File: src/shared/rst_wdt_map.svh
`ifndef RST_WDT_MAP_SVH
`define RST_WDT_MAP_SVH
// =====================================================
// register offsets
`define OFS_OPTION      8'h94
`define OFS_FLAG_BANK   8'h95
`define OFS_CMD_PORT    8'h97
`define OFS_CTL_TWO     8'hF7
`define OFS_CTL_ONE     8'hF8
// =====================================================
// field positions
`define WDT_PSC_LSB     4
`define WDOG_EN_LSB     6
`define POWER_SAVE_BIT  5
`define WDOG_CLR_BIT    7
`define DETECT_BIT      7
`define PINRST_EN_BIT   6
`define UVSEL_LSB       4
// =====================================================
// command bytes and reset values
`define CMD_SOFT_RESET  8'h56
`define CMD_UNLOCK      8'h65
`define OPTION_RST      8'h00
`define CTL_ONE_RST     8'h00
`define CTL_TWO_RST     8'h0E
`define CFG_HIGH_RST    8'h00
// =====================================================
// timing
`define MCLK_HZ         10000000
`define RC_SLOW_HZ      68000
`define WARMUP_MS       40
`define WDT_BASE_MS     480
`define PIN_MIN_TICKS   2'h2
`define HOLD_CYCLES     3'h4
`endif

File: src/shared/rst_wdt_pkg.sv
package rst_wdt_pkg;
    typedef enum logic [1:0] {PH_WARMUP, PH_CFG_LOAD, PH_RUN} phase_type;
    typedef struct packed {
        logic [7:0] addr;
        logic [7:0] wdata;
        logic       wr;
        logic       rd;
    } sfr_req_type;
    typedef struct packed {
        logic below_4v3;
        logic below_3v6;
        logic below_2v8;
        logic below_2v3;
    } uv_cmp_type;
    typedef struct packed {
        phase_type   phase;
        logic [18:0] warm;
        logic [7:0]  cfg_high;
        logic [5:0]  s1;
        logic [5:0]  s2;
        logic [5:0]  s3;
        logic [5:0]  filt;
        logic [1:0]  pin_cnt;
        logic [15:0] wdt;
        logic [2:0]  hold;
        logic        sys_rst;
        logic [7:0]  option;
        logic [7:0]  ctl_two;
        logic [7:0]  ctl_one;
        logic        unlock;
        logic        detect;
        logic [7:0]  rdata;
        logic        cfg_req;
    } state_type;
endpackage

File: src/rtl/reset_and_watchdog_control.sv
`timescale 1ns/1ns
`include "rst_wdt_map.svh"
// How it works
// Power-on, the pin, a software command, the watchdog and low supply all reset the chip.
// After power-on, reset holds for 40 ms, then the high config byte loads, then release.
// The active-low reset pin must stay low for two slow RC periods to be taken.
// The pin is ignored unless the pin-reset enable bit of the config byte is set.
// Writing 56h to the command port at 97h resets the chip.
// The watchdog counts edges of the slow internal RC clock, whatever the system clock.
// Watchdog enable 0x is off, 10 acts in fast and slow mode, 11 acts in every mode.
// The period field picks 480, 240, 120 or 60 ms for codes 00 to 11.
// Any reset and the watchdog clear bit zero the watchdog counter.
// The watchdog clear bit falls by itself one cycle after it is set.
// Undervolt select 00, 01, 10, 11 give 3.6, 2.8, 4.3 and 2.3 V, 11 also enables detect.
// The read-only detect flag follows the 2.8 V level, only with 11 and never in stop.
// Power save forces 2.3 V in idle and switches undervolt reset off in stop, as does 11.
// Every register returns to its default on any reset.
// A watchdog overflow resets only when the enable field allows it.
// All requests merge into one reset held while any is active, released on mclk.
// Writing 65h to the command port unlocks flash writes, any other value locks them.
module reset_and_watchdog_control #(
    parameter int WARMUP_CYCLES = `WARMUP_MS * (`MCLK_HZ / 1000)
) (
    // clock and power-on reset
    input  wire logic                     mclk,
    input  wire logic                     srst,
    // pins and analog comparators
    input  wire logic                     ext_reset_n,
    input  wire logic                     slow_internal_rc,
    input  wire rst_wdt_pkg::uv_cmp_type  uv_cmp,
    // cpu operating mode
    input  wire logic                     cpu_idle,
    input  wire logic                     cpu_stop,
    // special function register port
    input  wire rst_wdt_pkg::sfr_req_type sfr,
    output logic [7:0]                    sfr_rdata,
    // config byte fetch from program memory
    output logic                          cfg_read_req,
    input  wire logic                     cfg_read_ack,
    input  wire logic [7:0]               cfg_read_data,
    // results
    output logic                          sys_rst,
    output logic                          flash_write_unlock_flag,
    output logic                          undervolt_detect_flag
);
    import rst_wdt_pkg::*;

    state_type   q;
    state_type   d;
    logic        src_rise;
    logic        pin_req;
    logic        sw_req;
    logic        wdt_req;
    logic        undervolt_reset;
    logic        lv_off;
    logic        lv_use23;
    logic        normal_mode;
    logic        wdt_run;
    logic [1:0]  uv_sel;
    logic [1:0]  wdog_en;
    logic [15:0] wdt_limit;
    logic        sfr_wr_ok;

    // =====================================================
    // watchdog period in slow RC ticks
    function automatic logic [15:0] wdt_ticks(input logic [1:0] psc);
        int t;
        t = ((`WDT_BASE_MS >> psc) * `RC_SLOW_HZ) / 1000;
        return t[15:0];
    endfunction

    // =====================================================
    // next state
    always_comb begin
        d = q;
        // pins pass three flops; a level counts once stages two and three agree
        d.s1 = {uv_cmp.below_4v3, uv_cmp.below_3v6, uv_cmp.below_2v8,
                uv_cmp.below_2v3, slow_internal_rc, ext_reset_n};
        d.s2 = q.s1;
        d.s3 = q.s2;
        for (int i = 0; i < 6; i++) begin
            if (q.s2[i] == q.s3[i]) begin
                d.filt[i] = q.s3[i];
            end
        end
        src_rise = d.filt[1] & ~q.filt[1];
        normal_mode = ~cpu_idle & ~cpu_stop;
        sfr_wr_ok = sfr.wr & ~q.sys_rst;

        // external pin, qualified in slow RC periods
        if (q.filt[0]) begin
            d.pin_cnt = 2'h0;
        end else if (src_rise && q.pin_cnt != `PIN_MIN_TICKS) begin
            d.pin_cnt = q.pin_cnt + 2'h1;
        end
        pin_req = q.cfg_high[`PINRST_EN_BIT] & ~q.filt[0]
                  & (q.pin_cnt == `PIN_MIN_TICKS);

        // software command port
        sw_req = sfr_wr_ok && sfr.addr == `OFS_CMD_PORT
                 && sfr.wdata == `CMD_SOFT_RESET;
        if (sfr_wr_ok && sfr.addr == `OFS_CMD_PORT) begin
            d.unlock = (sfr.wdata == `CMD_UNLOCK);
        end

        // undervolt threshold by mode
        uv_sel = q.cfg_high[`UVSEL_LSB +: 2];
        lv_off = cpu_stop & (q.ctl_two[`POWER_SAVE_BIT] | uv_sel == 2'h3);
        lv_use23 = (cpu_idle & q.ctl_two[`POWER_SAVE_BIT]) | uv_sel == 2'h3;
        if (lv_off) begin
            undervolt_reset = 1'b0;
        end else if (lv_use23) begin
            undervolt_reset = q.filt[2];
        end else begin
            unique case (uv_sel)
                2'h0: undervolt_reset = q.filt[4];
                2'h1: undervolt_reset = q.filt[3];
                default: undervolt_reset = q.filt[5];
            endcase
        end
        d.detect = (uv_sel == 2'h3) & ~cpu_stop & q.filt[3];

        // watchdog, counted on slow RC edges
        wdog_en = q.ctl_two[`WDOG_EN_LSB +: 2];
        wdt_limit = wdt_ticks(q.option[`WDT_PSC_LSB +: 2]);
        wdt_run = normal_mode | (wdog_en == 2'h3);
        wdt_req = 1'b0;
        if (q.ctl_one[`WDOG_CLR_BIT]) begin
            d.wdt = 16'h0000;
        end else if (src_rise && wdt_run) begin
            // at or past the limit: a shorter period picked mid-count overflows at once
            if (q.wdt >= wdt_limit - 16'h0001) begin
                d.wdt = 16'h0000;
                wdt_req = wdog_en[1] & (normal_mode | wdog_en[0]);
            end else begin
                d.wdt = q.wdt + 16'h0001;
            end
        end

        // register writes
        if (sfr_wr_ok) begin
            unique case (sfr.addr)
                `OFS_OPTION: d.option = sfr.wdata;
                `OFS_CTL_TWO: d.ctl_two = sfr.wdata;
                `OFS_CTL_ONE: d.ctl_one = sfr.wdata;
                default:      ;
            endcase
        end
        if (!(sfr_wr_ok && sfr.addr == `OFS_CTL_ONE)) begin
            d.ctl_one[`WDOG_CLR_BIT] = 1'b0;
        end

        // register reads; unmapped and reserved bits read zero
        if (sfr.rd) begin
            unique case (sfr.addr)
                `OFS_OPTION: d.rdata = q.option;
                `OFS_FLAG_BANK: d.rdata = {q.detect, 7'h00};
                `OFS_CMD_PORT:  d.rdata = {7'h00, q.unlock};
                `OFS_CTL_TWO:   d.rdata = q.ctl_two;
                `OFS_CTL_ONE:   d.rdata = q.ctl_one;
                default:        d.rdata = 8'h00;
            endcase
        end

        // power-on sequence
        unique case (q.phase)
            PH_WARMUP: begin
                d.warm = q.warm + 19'h00001;
                if (q.warm == 19'(WARMUP_CYCLES - 1)) begin
                    d.phase = PH_CFG_LOAD;
                    d.cfg_req = 1'b1;
                end
            end
            PH_CFG_LOAD: begin
                if (cfg_read_ack) begin
                    d.cfg_high = cfg_read_data;
                    d.cfg_req = 1'b0;
                    d.phase = PH_RUN;
                end
            end
            PH_RUN: ;
        endcase

        // merge and stretch; a short pulse still gives a clean reset
        if (pin_req | sw_req | wdt_req | undervolt_reset) begin
            d.hold = `HOLD_CYCLES;
        end else if (q.hold != 3'h0) begin
            d.hold = q.hold - 3'h1;
        end
        d.sys_rst = (q.phase != PH_RUN) | pin_req | sw_req | wdt_req
                    | undervolt_reset | (q.hold != 3'h0);

        // defaults while reset stands
        if (q.sys_rst) begin
            d.option = `OPTION_RST;
            d.ctl_two = `CTL_TWO_RST;
            d.ctl_one = `CTL_ONE_RST;
            d.unlock = 1'b0;
            d.wdt = 16'h0000;
        end
    end

    // =====================================================
    // state register
    always_ff @(posedge mclk) begin
        if (srst) begin
            q <= '0;
            q.sys_rst <= 1'b1;
            q.ctl_two <= `CTL_TWO_RST;
            q.cfg_high <= `CFG_HIGH_RST;
            q.s1 <= 6'h01;
            q.s2 <= 6'h01;
            q.s3 <= 6'h01;
            q.filt <= 6'h01;
        end else begin
            q <= d;
        end
    end

    assign sys_rst = q.sys_rst;
    assign sfr_rdata = q.rdata;
    assign cfg_read_req = q.cfg_req;
    assign flash_write_unlock_flag = q.unlock;
    assign undervolt_detect_flag = q.detect;
endmodule

File: config.mk
export PLATFORM = sky130hd
export DESIGN_NAME = reset_and_watchdog_control
export DESIGN_NICKNAME = d
export VERILOG_FILES = /design/src/shared/rst_wdt_pkg.sv /design/src/rtl/reset_and_watchdog_control.sv
export VERILOG_INCLUDE_DIRS = /design/src /design/src/shared
export SDC_FILE = /design/constraint.sdc
export NUM_CORES = 1
export LEC_CHECK = 0
export BUFFER_PORTS_ARGS = -buffer_cell sky130_fd_sc_hd__buf_2
export CAP_MARGIN = 20
export CELL_PAD_IN_SITES_DETAIL_PLACEMENT = 0
export CELL_PAD_IN_SITES_GLOBAL_PLACEMENT = 1
export CORE_ASPECT_RATIO = 1.5
export CORE_MARGIN = 3
export CORE_UTILIZATION = 42
export CTS_CLUSTER_SIZE = 20
export DETAILED_ROUTE_END_ITERATION = 6
export HOLD_SLACK_MARGIN = 0.15
export PLACE_DENSITY_LB_ADDON = 0.1
export SKIP_CTS_REPAIR_TIMING = 1
export SLEW_MARGIN = 30
export SYNTH_ARGS = -nofsm -noshare
export SYNTH_HDL_FRONTEND = slang
export SYNTH_SLANG_ARGS = --single-unit
File: constraint.sdc
create_clock -name mclk -period 9.4 [get_ports mclk]
set_input_delay 1.41 -clock mclk [delete_from_list [all_inputs] [get_ports mclk]]
set_output_delay 1.41 -clock mclk [all_outputs]
set_load 0.02 [all_outputs]
======== After elaboration in Yosys (flattened, before gate mapping) ========
Cells that the tools add are included.
cells by class
  add/sub/neg operators ................... 5
  multiply operators ...................... 1
  divide/modulo/power cells ............... 1
  magnitude comparators ................... 1
  equal/unequal tests ..................... 23
  shift-type cells ........................ 1
  muxes and demuxes ....................... 17
  bitwise logic cells ..................... 28
  reduce and logical (&&, ||, !) cells .... 20
operator list
  cell                                                 count
  == test 8 bit, second input constant                 5
  case mux 8 bit (5 select lines)                      1
  divider 32 x 11 -> 32 bit, second input constant     1
  multiplier 32 x 13 -> 27 bit, second input constant  1
  >> shifter 9 x 2 -> 32 bit, first input constant     1
  adder 19 x 1 -> 19 bit, second input constant        1
  == test 19 bit, second input constant                1
  adder 16 x 1 -> 16 bit, second input constant        1
  == test 8 x 7 -> 1 bit, second input constant        2
  greater-or-equal comparator 16 bit                   1
  2-to-1 mux 16 bit                                    1
  subtractor 16 x 1 -> 16 bit, second input constant   1
  OR 1 bit                                             12
  AND 1 bit                                            10
  2-to-1 mux 1 bit                                     8
  != test 2 bit, second input constant                 4
  AND reduction 2 bit                                  4
  == test 1 bit                                        6
  == test 2 bit, second input constant                 3
  2-to-1 mux 3 bit                                     2
  NOT 1 bit                                            6
  OR reduction 2 bit                                   3
  OR reduction 3 bit                                   2
  logical AND 1 bit                                    5
  10 further kinds                                     15
word-level totals
  register bits ........................... 109
  input port bits ......................... 37
  output and inout bits ................... 12
  logic and storage cells ................. 122

======== Logic depth before layout (Yosys ltp) ========
Gate-level depths: netlist of run 1.
  word-level depth ........................ 11
  mapped depth ............................ 42

======== Least setup slack after synthesis of run 1 ========
No wires, ideal clock.
  kind .................................... reg-to-reg
  start point ............................. reg q[32] in the netlist's numbering
  end point ............................... reg, netlist name sys_rst
  library setup time ...................... 130 ps
  arrival ................................. 9025 ps
  required time ........................... 9270 ps
  setup slack ............................. 245 ps
  stages on the path, launching flop included .. 41
  path buffers ............................ 2
  period minus slack after synthesis ...... 9155 ps
  cells stage by stage .................... dfxtp_1 inv_1 ha_1 clkbuf_1 clkinv_1 ha_1 buf_2 a21o_1 nor3_2 nor2_2 or3_4 a311o_1 or3_4 a211oi_4 a31oi_1 or3_4 o31a_1 or4b_4 [... 5 more ...] ha_1 ha_1 a21o_1 a21o_1 a21o_1 a21o_1 a21o_1 a21o_1 a21o_1 a21o_1 a21o_1 a21o_1 a21o_1 a21o_1 a21oi_1 o21a_1 o311ai_0 nand4bb_1
on the way
  longest elaborated chain between the ends .. 11
ends and longest elaborated chain
  what                                    line                               source
  start: declaration                      reset_and_watchdog_control.sv:48   state_type q;
  >> shifter 9 x 2 -> 32 bit (no line)    -
  multiplier 32 x 13 -> 27 bit (no line)  -
  divider 32 x 11 -> 32 bit               reset_and_watchdog_control.sv:68   t = ((`WDT_BASE_MS >> psc) * `RC_SLOW_HZ) / 1000;
  subtractor 16 x 1 -> 16 bit             reset_and_watchdog_control.sv:132  if (q.wdt >= wdt_limit - 16'h0001) begin
  greater-or-equal comparator 16 bit      reset_and_watchdog_control.sv:132
  2-to-1 mux 1 bit                        reset_and_watchdog_control.sv:132
  2-to-1 mux 1 bit                        reset_and_watchdog_control.sv:130  end else if (src_rise && wdt_run) begin
  2-to-1 mux 1 bit                        reset_and_watchdog_control.sv:128  if (q.ctl_one[`WDOG_CLR_BIT]) begin
  OR 1 bit                                reset_and_watchdog_control.sv:190  d.sys_rst = (q.phase != PH_RUN) | pin_req | sw_req | wdt_req
  OR 1 bit (2 in series)                  reset_and_watchdog_control.sv:191  | undervolt_reset | (q.hold != 3'h0);
No other way between the ends.
A chain may end at the register's enable or synchronous reset.

======== Worst setup path after layout of run 1 ========
  start point ............................. reg q[31] in the netlist's numbering
  end point ............................... reg q[53] in the netlist's numbering
on the way
  longest elaborated chain between the ends .. 6
ends and longest elaborated chain
  what                                    line
  >> shifter 9 x 2 -> 32 bit (no line)    -
  multiplier 32 x 13 -> 27 bit (no line)  -
  divider 32 x 11 -> 32 bit               reset_and_watchdog_control.sv:68
  subtractor 16 x 1 -> 16 bit             reset_and_watchdog_control.sv:132
  greater-or-equal comparator 16 bit      reset_and_watchdog_control.sv:132
  2-to-1 mux 16 bit                       reset_and_watchdog_control.sv:132
No other way between the ends.

==> summary.md, run 1 <==
| Metric | Value |
|---|---|
| Status | `finished clean` |
| Routed Antenna Nets | `0` |
| Core ar. | `0.0174 mm²` |
| Crit end category | `flop` |
| Worst skew pair latency | `330 ps` |
| Fin Hold WS | `approximately 410 ps` |
| Setup crit start kind | `flop` |
| Static leakage | `0.00362 µW` |
| Slowest CP cell | `or4b_4` |
| Final hold violations | `0` |
| DRC viols | `0` |
| CP Max Fanout | `15` |
| Reg2reg setup slack | `400 ps` |
| Vias in the first global route | `roughly 7.2k` |
| Drt initial violations | `410` |
| R2R depth | `44` |
| Synth Net Count | `~1.0k` |
| Max cap viols | `0` |
| # diodes | `0` |
| Total Wirelength | `~23,000 µm` |
| Hpwl dp | `~17,000 µm` |
| Synth-to-layout area growth | `18.8%` |
| Drt first pass iters | `5` |
| Via count | `7,265` |
| FMAX | `~110 MHz` |
| Final period util | `0.957` |
| Worst r2r src | `q[31]` |
| Final #Nets | `roughly 1.1k` |
| Die width | `approximately 120 µm` |
| PwrDens | `98.3 mW/mm²` |
| Most frequent CP cell | `a21o_1` |
| Clock transition at path regs | `70 ps` |
| TritonCTS buffer count | `9` |
| Row cnt | `between 50 and 60` |
| Sink Count | `roughly 100` |
| Non-Filler Instances | `about 1.3k` |
| Critical R2R Capture | `q[53]` |
| Die Y | `about 170 µm` |
| Largest net degree at the start of global routing | `just over 60` |
| Initial Util | `0.431` |
| Post-Synthesis Cells | `roughly 950` |
| First-pass GRT wire length | `~37,000 µm` |
| Max Root-Sink Buffers | `2` |
| Final setup viols | `0` |
| Dominant synthesized flop cell | `dfxtp_1` |
| Seq/Total Area, Yosys | `0.277` |
| H-tree levels | `3` |
| Synth Register Bits | `between 100 and 150` |
| Slew @ Worst Pin | `between 800 and 900 ps` |
| Maximum VDD drop | `about 0.13 mV` |
| Final TNS setup | `0 ps` |
| Yosys top cell area share | `0.277` |
| FFs w/ async S/R, synth | `0` |
| Dpl cell area | `0.00829 mm²` |
| Buffers added on ports | `43` |
| Initial antenna violation count | `0` |
| EDFF count, synth | `0` |
| Io pins | `between 40 and 50` |
| Grt total ovfl | `0` |
| Final Cell Area | `between 0.008 and 0.009 mm²` |
| Mapped cell area | `0.00750 mm²` |
| Mean Syn Cell Area | `~7.9 µm²` |
| Dominant cell type by area after synthesis | `dfxtp_1` |
| Cell variety after synth | `94` |
| Slew HR | `0.430` |
| Clock root buffer | `clkbuf_16` |
| Arrival @ worst endpoint | `~9000 ps` |
| CP endpoint | `q[53]` |
| Crit. Startpoint | `q[31]` |
| Tot Pwr | `between 800 and 900 µW` |
| Synth top area cells | `dfxtp_1 (28%), ha_1 (7.5%), nor2_1 (5.6%)` |
| Req. time, crit path | `9670 ps` |
| Routability Congestion | `0.874` |
| Routed vias/inst | `roughly 5.8` |
| Skew final | `between 6 and 7 ps` |
| Final min period | `~9000 ps` |
| Drt wl/cell | `18.1 µm` |
| Ys Warns | `0` |
| GRT Util Overall | `0.233` |
| Hold path start | `d[69]` |
| Placed cells | `between 1k and 1.5k` |
| Die area | `approximately 0.020 mm²` |
| Min-delay worst type | `flop to flop` |
| Worst path max stage delay | `530 ps` |
| CTS tree | `built` |
| CP Class | `flop to flop` |
| Final number of max-transition violations | `0` |
| Share of cells above drive strength 1 | `0.207` |
[registers in the layout (all words and copies together) (netlist names)]
name and flops:
q 81, flash_write_unlock_flag 1, sfr_rdata 8, sys_rst 1
undervolt_detect_flag 1, d 12
[worst min-delay path by stage]
stage	end	slack (ps)	cells past startpoint
finish	d[63]	410	1
global route	d[63]	440	1
CTS	d[63]	410	1
detailed placement	d[63]	400	1
global placement	d[63]	400	1
floorplan	d[63]	390	1
[layer usage]
metal	vias up	track usage	share of wire
li1	3634	-	-
met1	3421	0.255	0.40
met2	153	0.434	0.53
met3	57	0.0221	0.027
met4	0	0.121	0.052
met5	-	0	0
[power by group]
part           total [µW]  switching (µW)  internal, µW
sequential            452            3.91           448
combinational        46.5            25.7          20.8
clock                 377             155           222
[layout make-up]
cell class	count	area, µm²
Fill cell	1765	8510
Multi-Input combinational cell	770	5300
Sequential cell	104	2080
Timing Repair Buffer	124	831
Tap cell	213	267
Clock buffer	12	256
Inverter	30	120
Clock inverter	4	51.3
[synthesized netlist by cell type, drive strengths merged (6+ instances only)]
master  number
o211ai      13
nor4        13
inv         28
buf         19
nor2       113
nor3        21
mux2i       25
or2          8
nand4       19
nor2b       24
clkbuf      26
nand2b      25
a222oi       6
xor2        29
ha          45
a21oi       61
dfxtp      104
nand2       84
or3         11
a21o        21
o21ai       42
xnor2       19
a211oi       6
a31oi       20
nand3       37
o21a         9
and3        15
[cell families (layout without fill, tap and decap cells)]
kind of cell             after synthesis  count (layout)  synth area share
other                                  1               1          0.000500
AO/OA/AOI/OAI                        240             240             0.224
multiplexers                          30              30            0.0408
AND/OR/NAND/NOR                      405             406             0.280
adder cells (fa/ha/maj)               45              45            0.0750
flip-flops                           104             104             0.277
XOR/XNOR                              48              48            0.0570
buffers and inverters                 75             170            0.0452
[worst max-delay path: cells and delay by family (launching register included)]
family | cells | cell delay, ps
flops | 1 | 340
compound gates | 25 | 4550
fa+ha+maj | 4 | 920
buf+inv | 6 | 800
simple gates | 9 | 2310
[layout by cell type (no fill, tap or decap), types with 5 or more instances in the layout]
master and n:
a21o_1 21, a21oi_1 56, a222oi_1 6, a31oi_1 16, and3_1 14, buf_2 43, buf_4 79, clkbuf_16 9
dfxtp_1 102, ha_1 38, inv_1 26, mux2_2 5, mux2i_1 25, nand2_1 83, nand2b_1 24, nand3_1 35
nand4_1 19, nor2_1 111, nor2b_1 22, nor3_1 19, nor4_1 11, o211ai_1 11, o21a_1 8, o21ai_0 36
o21ai_1 6, or2_2 8, or3_1 8, xnor2_1 19, xor2_1 28
[through the flow]
stage          worst slack (ps)   util
2_1_floorplan               245      -
3_3_place_gp               12.7  0.476
3_5_place_dp               53.5  0.476
4_1_cts                   -28.0  0.493
5_1_grt                   -48.7  0.512
6_report                    403  0.512
No activity file was read; power rests on OpenSTA's default activity.
==> inputs of run 2 (changes only) <==
Settings changed: RECOVER_POWER set to 100.
==> summary.md, run 2 (synthesis gave the netlist of run 1 again) <==
| Metric | Value |
|---|---|
| Synth-to-layout area growth | `18.5%` |
| PwrDens | `between 90 and 100 mW/mm²` |
| Final hold violations | `0` |
| First-pass GRT wire length | `36,600 µm` |
| Maximum VDD drop | `~0.13 mV` |
| Drt wl/cell | `18.1 µm` |
| Final min period | `~9000 ps` |
| Largest net degree at the start of global routing | `62` |
| TritonCTS buffer count | `9` |
| Top reg by flops | `q` |
| Buffers added on ports | `43` |
| # diodes | `0` |
| Core ar. | `0.0174 mm²` |
| CP Max Fanout | `15` |
| Routed Antenna Nets | `0` |
| CTS tree | `built` |
| Hpwl dp | `17,400 µm` |
| Io pins | `a little under 50` |
| Drt first pass iters | `5` |
| Worst path max stage delay | `between 500 and 600 ps` |
| Max Root-Sink Buffers | `2` |
| GRT Util Overall | `0.233` |
| Final period util | `0.959` |
| Commonest non-fill, non-tap cell in the layout | `nor2_1` |
| Final #Nets | `roughly 1.1k` |
| Row cnt | `between 50 and 60` |
| Slew HR | `-0.740` |
| Clock transition at path regs | `~70 ps` |
| Net Sw Power | `about 180 µW` |
| Sink Count | `~100` |
| Drt initial violations | `roughly 360` |
| H-tree levels | `3` |
| Share of cells above drive strength 1 | `0.193` |
| Skew final | `just under 7 ps` |
| Die area | `about 0.02 mm²` |
| FMAX | `~110 MHz` |
| Worst skew pair latency | `330 ps` |
| Setup crit start kind | `flop` |
| Comb pwr share | `0.053` |
| Grt total ovfl | `0` |
| Clock network power share | `0.430` |
| Max FFs per register | `~80` |
| Req. time, crit path | `9670 ps` |
| Static leakage | `about 0.0036 µW` |
| Reg power frac | `0.517` |
| Fin Hold WS | `approximately 410 ps` |
| Filler cells | `1,772` |
| Max cap viols | `1` |
| Crit end category | `flop` |
| Failing checks | `capacitance limit, slew limit` |
| Sw frac | `0.211` |
| Initial antenna violation count | `0` |
| Pint | `between 600 and 700 µW` |
| Die Y | `~170 µm` |
| Final TNS setup | `0 ps` |
| Routed vias/inst | `just under 6` |
| Total Wirelength | `around 23,000 µm` |
| Routability Congestion | `roughly 0.87` |
| Initial Util | `0.431` |
| Final setup viols | `0` |
| Slowest CP cell | `or4b_4` |
| Die width | `115 µm` |
| Slew @ Worst Pin | `around 2600 ps` |
| Clock root buffer | `clkbuf_16` |
| CP Class | `flop to flop` |
| Most frequent cells in the layout | `nor2_1 (111), dfxtp_1 (102), nand2_1 (83)` |
| Tot Pwr | `875 µW` |
| Most frequent CP cell | `a21o_1` |
| DRC viols | `0` |
| Status | `finished with violations` |
| Vias in the first global route | `7,170` |
| Via count | `about 7.3k` |
| Arrival @ worst endpoint | `~9300 ps` |
| Final number of max-transition violations | `just over 60` |
| Min-delay worst type | `flop to flop` |
## run 2: cell count changes in the layout (fill, tap and decap cells not counted), sizes merged
cell	before	now
buf	124	111
clkbuf	12	25
## run 2: critical path, delay by kind of cell (launching register included)
kind / cells / cell delay (ps)
AOI/OAI and AO/OA: 25 / 4540
adders and majority gates: 4 / 920
buffers and inverters: 6 / 810
DFF: 1 / 340
and+or+nand+nor: 9 / 2310
## run 2: per-stage QoR
stage                     cell area (µm²)  std cells  setup WS [ps]  utilization
after floorplan                      7500        948            245            -
after global placement               8290       1229           12.7        0.476
after detailed placement             8290       1229           53.5        0.476
after CTS                            8590       1245          -28.0        0.493
after global routing                 8890       1257          -55.4        0.510
final                                8890       1257            386        0.510
## run 2: worst paths after layout
kind | start | endpoint | slack (ps) | cells past startpoint
min | d[69] | d[63] | 410 | 1
max | q[31] | q[53] | 390 | 44
max reg2reg | q[31] | q[53] | 390 | 44
min reg2reg | d[69] | d[63] | 410 | 1
## run 2: cell type report
class	count	area, µm²	area share
clock buffers	12	256	0.0288
clock inverters	4	51.3	0.00577
inverters	30	120	0.0135
multi-input cells	770	5300	0.596
flip-flops and latches	104	2080	0.234
well taps	213	267	0.0300
repair buffers	124	812	0.0913
## run 2: power by group through the flow
stage          combinational (µW)  sequential [µW]  clock, µW
2_1_floorplan                31.1              462          0
3_3_place_gp                 47.1              462          0
3_5_place_dp                 47.2              462          0
4_1_cts                      47.4              452        390
5_1_grt                      54.4              453        405
6_report                     46.4              452        376
## run 2: routing by layer
metal  part of all wire  up-vias  global-route usage
met1               0.39     3419               0.255
met5                  0        -                   0
met4              0.055        0               0.121
met2               0.52      171               0.434
li1                   -     3635                   -
met3              0.027       61              0.0221
==> inputs of run 3 (changes only) <==
Settings changed: REMOVE_ABC_BUFFERS set to 1.
==> summary.md, run 3 (synthesis gave the netlist of run 1 again) <==
| Metric | Value |
|---|---|
| Most frequent CP cell | `a21o_1` |
| Drt wl/cell | `between 15 and 20 µm` |
| Setup crit start kind | `flop` |
| Io pins | `49` |
| Die Y | `approximately 170 µm` |
| Filler cells | `~1.8k` |
| Crit end category | `flop` |
| Req. time, crit path | `roughly 9700 ps` |
| H-tree levels | `3` |
| Worst skew pair latency | `340 ps` |
| Arrival @ worst endpoint | `approximately 9300 ps` |
| Final min period | `about 9000 ps` |
| FMAX | `around 110 MHz` |
| Drt first pass iters | `5` |
| DRC viols | `0` |
| Vias in the first global route | `~7.0k` |
| PwrDens | `a little over 100 mW/mm²` |
| Status | `finished with violations` |
| Clock transition at path regs | `roughly 70 ps` |
| Final Cell Area | `roughly 0.009 mm²` |
| Multi-input logic area | `~0.0052 mm²` |
| GRT Util Overall | `0.230` |
| Final hold violations | `0` |
| Max FFs per register | `81` |
| TritonCTS buffer count | `9` |
| Comb pwr share | `0.052` |
| CP bufs+invs | `4` |
| Die width | `approximately 120 µm` |
| Non-Filler Instances | `about 1.2k` |
| Max Root-Sink Buffers | `2` |
| Share of cells above drive strength 1 | `0.170` |
| Final setup viols | `0` |
| CTS tree | `built` |
| Max cap viols | `1` |
| Placed cells | `roughly 1.2k` |
| Skew final | `between 8 and 9 ps` |
| Fin Hold WS | `slightly above 400 ps` |
| Pint | `701 µW` |
| Failing checks | `capacitance limit, slew limit` |
| Final number of max-transition violations | `62` |
| Routability Congestion | `0.888` |
| Clock root buffer | `clkbuf_16` |
| Buffers added on ports | `43` |
| Via count | `between 7k and 8k` |
| Initial antenna violation count | `0` |
| CP Max Fanout | `15` |
| Worst path max stage delay | `between 500 and 600 ps` |
| Final #Nets | `1,110` |
| Sw frac | `0.206` |
| Drt initial violations | `400` |
| Row cnt | `approximately 60` |
| Slew @ Worst Pin | `roughly 2700 ps` |
| Final TNS setup | `0 ps` |
| Synth-to-layout area growth | `16.7%` |
| DP Worst Slack | `between 1.5 and 2 ps` |
| Final period util | `0.956` |
| Grt total ovfl | `0` |
| Hpwl dp | `between 15,000 and 20,000 µm` |
| Worst Setup Slack, final | `slightly above 400 ps` |
| Total Wirelength | `between 20,000 and 25,000 µm` |
| Routed Antenna Nets | `0` |
| Sink Count | `104` |
| Slew HR | `-0.776` |
| Maximum VDD drop | `between 0.1 and 0.15 mV` |
| Reg area | `~0.0021 mm²` |
| Initial Util | `0.431` |
| Core ar. | `around 0.017 mm²` |
| Top Family by Delay on Critical Path | `compound AO/OA/AOI/OAI gates` |
| Net Sw Power | `181 µW` |
| Static leakage | `0.00351 µW` |
| Clock network power share | `0.435` |
| Top reg by flops | `q` |
| First-pass GRT wire length | `36,000 µm` |
| Unrepaired setup endpoints after global routing | `false` |
| Slowest CP cell | `or4b_4` |
| Reg power frac | `0.512` |
| Most frequent cells in the layout | `nor2_1 (112), dfxtp_1 (102), nand2_1 (84)` |
| Routed vias/inst | `a little under 6` |
| Commonest non-fill, non-tap cell in the layout | `nor2_1` |
| Largest net degree at the start of global routing | `62` |
| Min-delay worst type | `flop to flop` |
| Die area | `0.0195 mm²` |
| # diodes | `0` |
| CP Class | `flop to flop` |
| Dpl cell area | `roughly 0.0083 mm²` |
==> run 3: final timing paths <==
kind	start	end	slack (ps)	depth (start not counted)
worst max-delay path	q[32]	q[53]	410	40
worst min-delay path	d[69]	d[63]	410	1
worst max register to register	q[32]	q[53]	410	40
worst min register to register	d[69]	d[63]	410	1
==> run 3: worst register-to-register path, delay by kind of cell, from the launching register on <==
family / cells / cell delay [ps]
compound gates: 24 / 4580
fa+ha+maj: 4 / 1040
buf+inv: 4 / 520
flops: 1 / 330
simple gates: 8 / 2490
==> run 3: layout make-up <==
class	instances	share of cell area
inverters	30	0.0136
multi-input cells	769	0.598
clock buffers	12	0.0270
repair buffers	114	0.0846
well taps	213	0.0304
clock inverters	3	0.00772
flip-flops and latches	104	0.238
==> run 3: power groups by stage <==
stage          clock network (µW)  registers [µW]  logic, µW
2_1_floorplan                   0             462       27.5
3_3_place_gp                    0             462       46.0
3_5_place_dp                    0             463       46.1
4_1_cts                       396             452       46.8
5_1_grt                       412             453       52.0
6_report                      384             452       46.0
==> run 3: routing by layer <==
layer,track usage,up-vias,share of wire
met5,0,-,0
met4,0.102,0,0.045
met3,0.0228,55,0.030
met2,0.441,177,0.54
met1,0.248,3397,0.38
li1,-,3616,-
==> run 3: metrics by stage <==
stage / utilization / power, µW
final: 0.503 / 882
after global routing: 0.503 / 917
after CTS: 0.492 / 895
after detailed placement: 0.474 / 509
after global placement: 0.474 / 508
after floorplan: - / 489
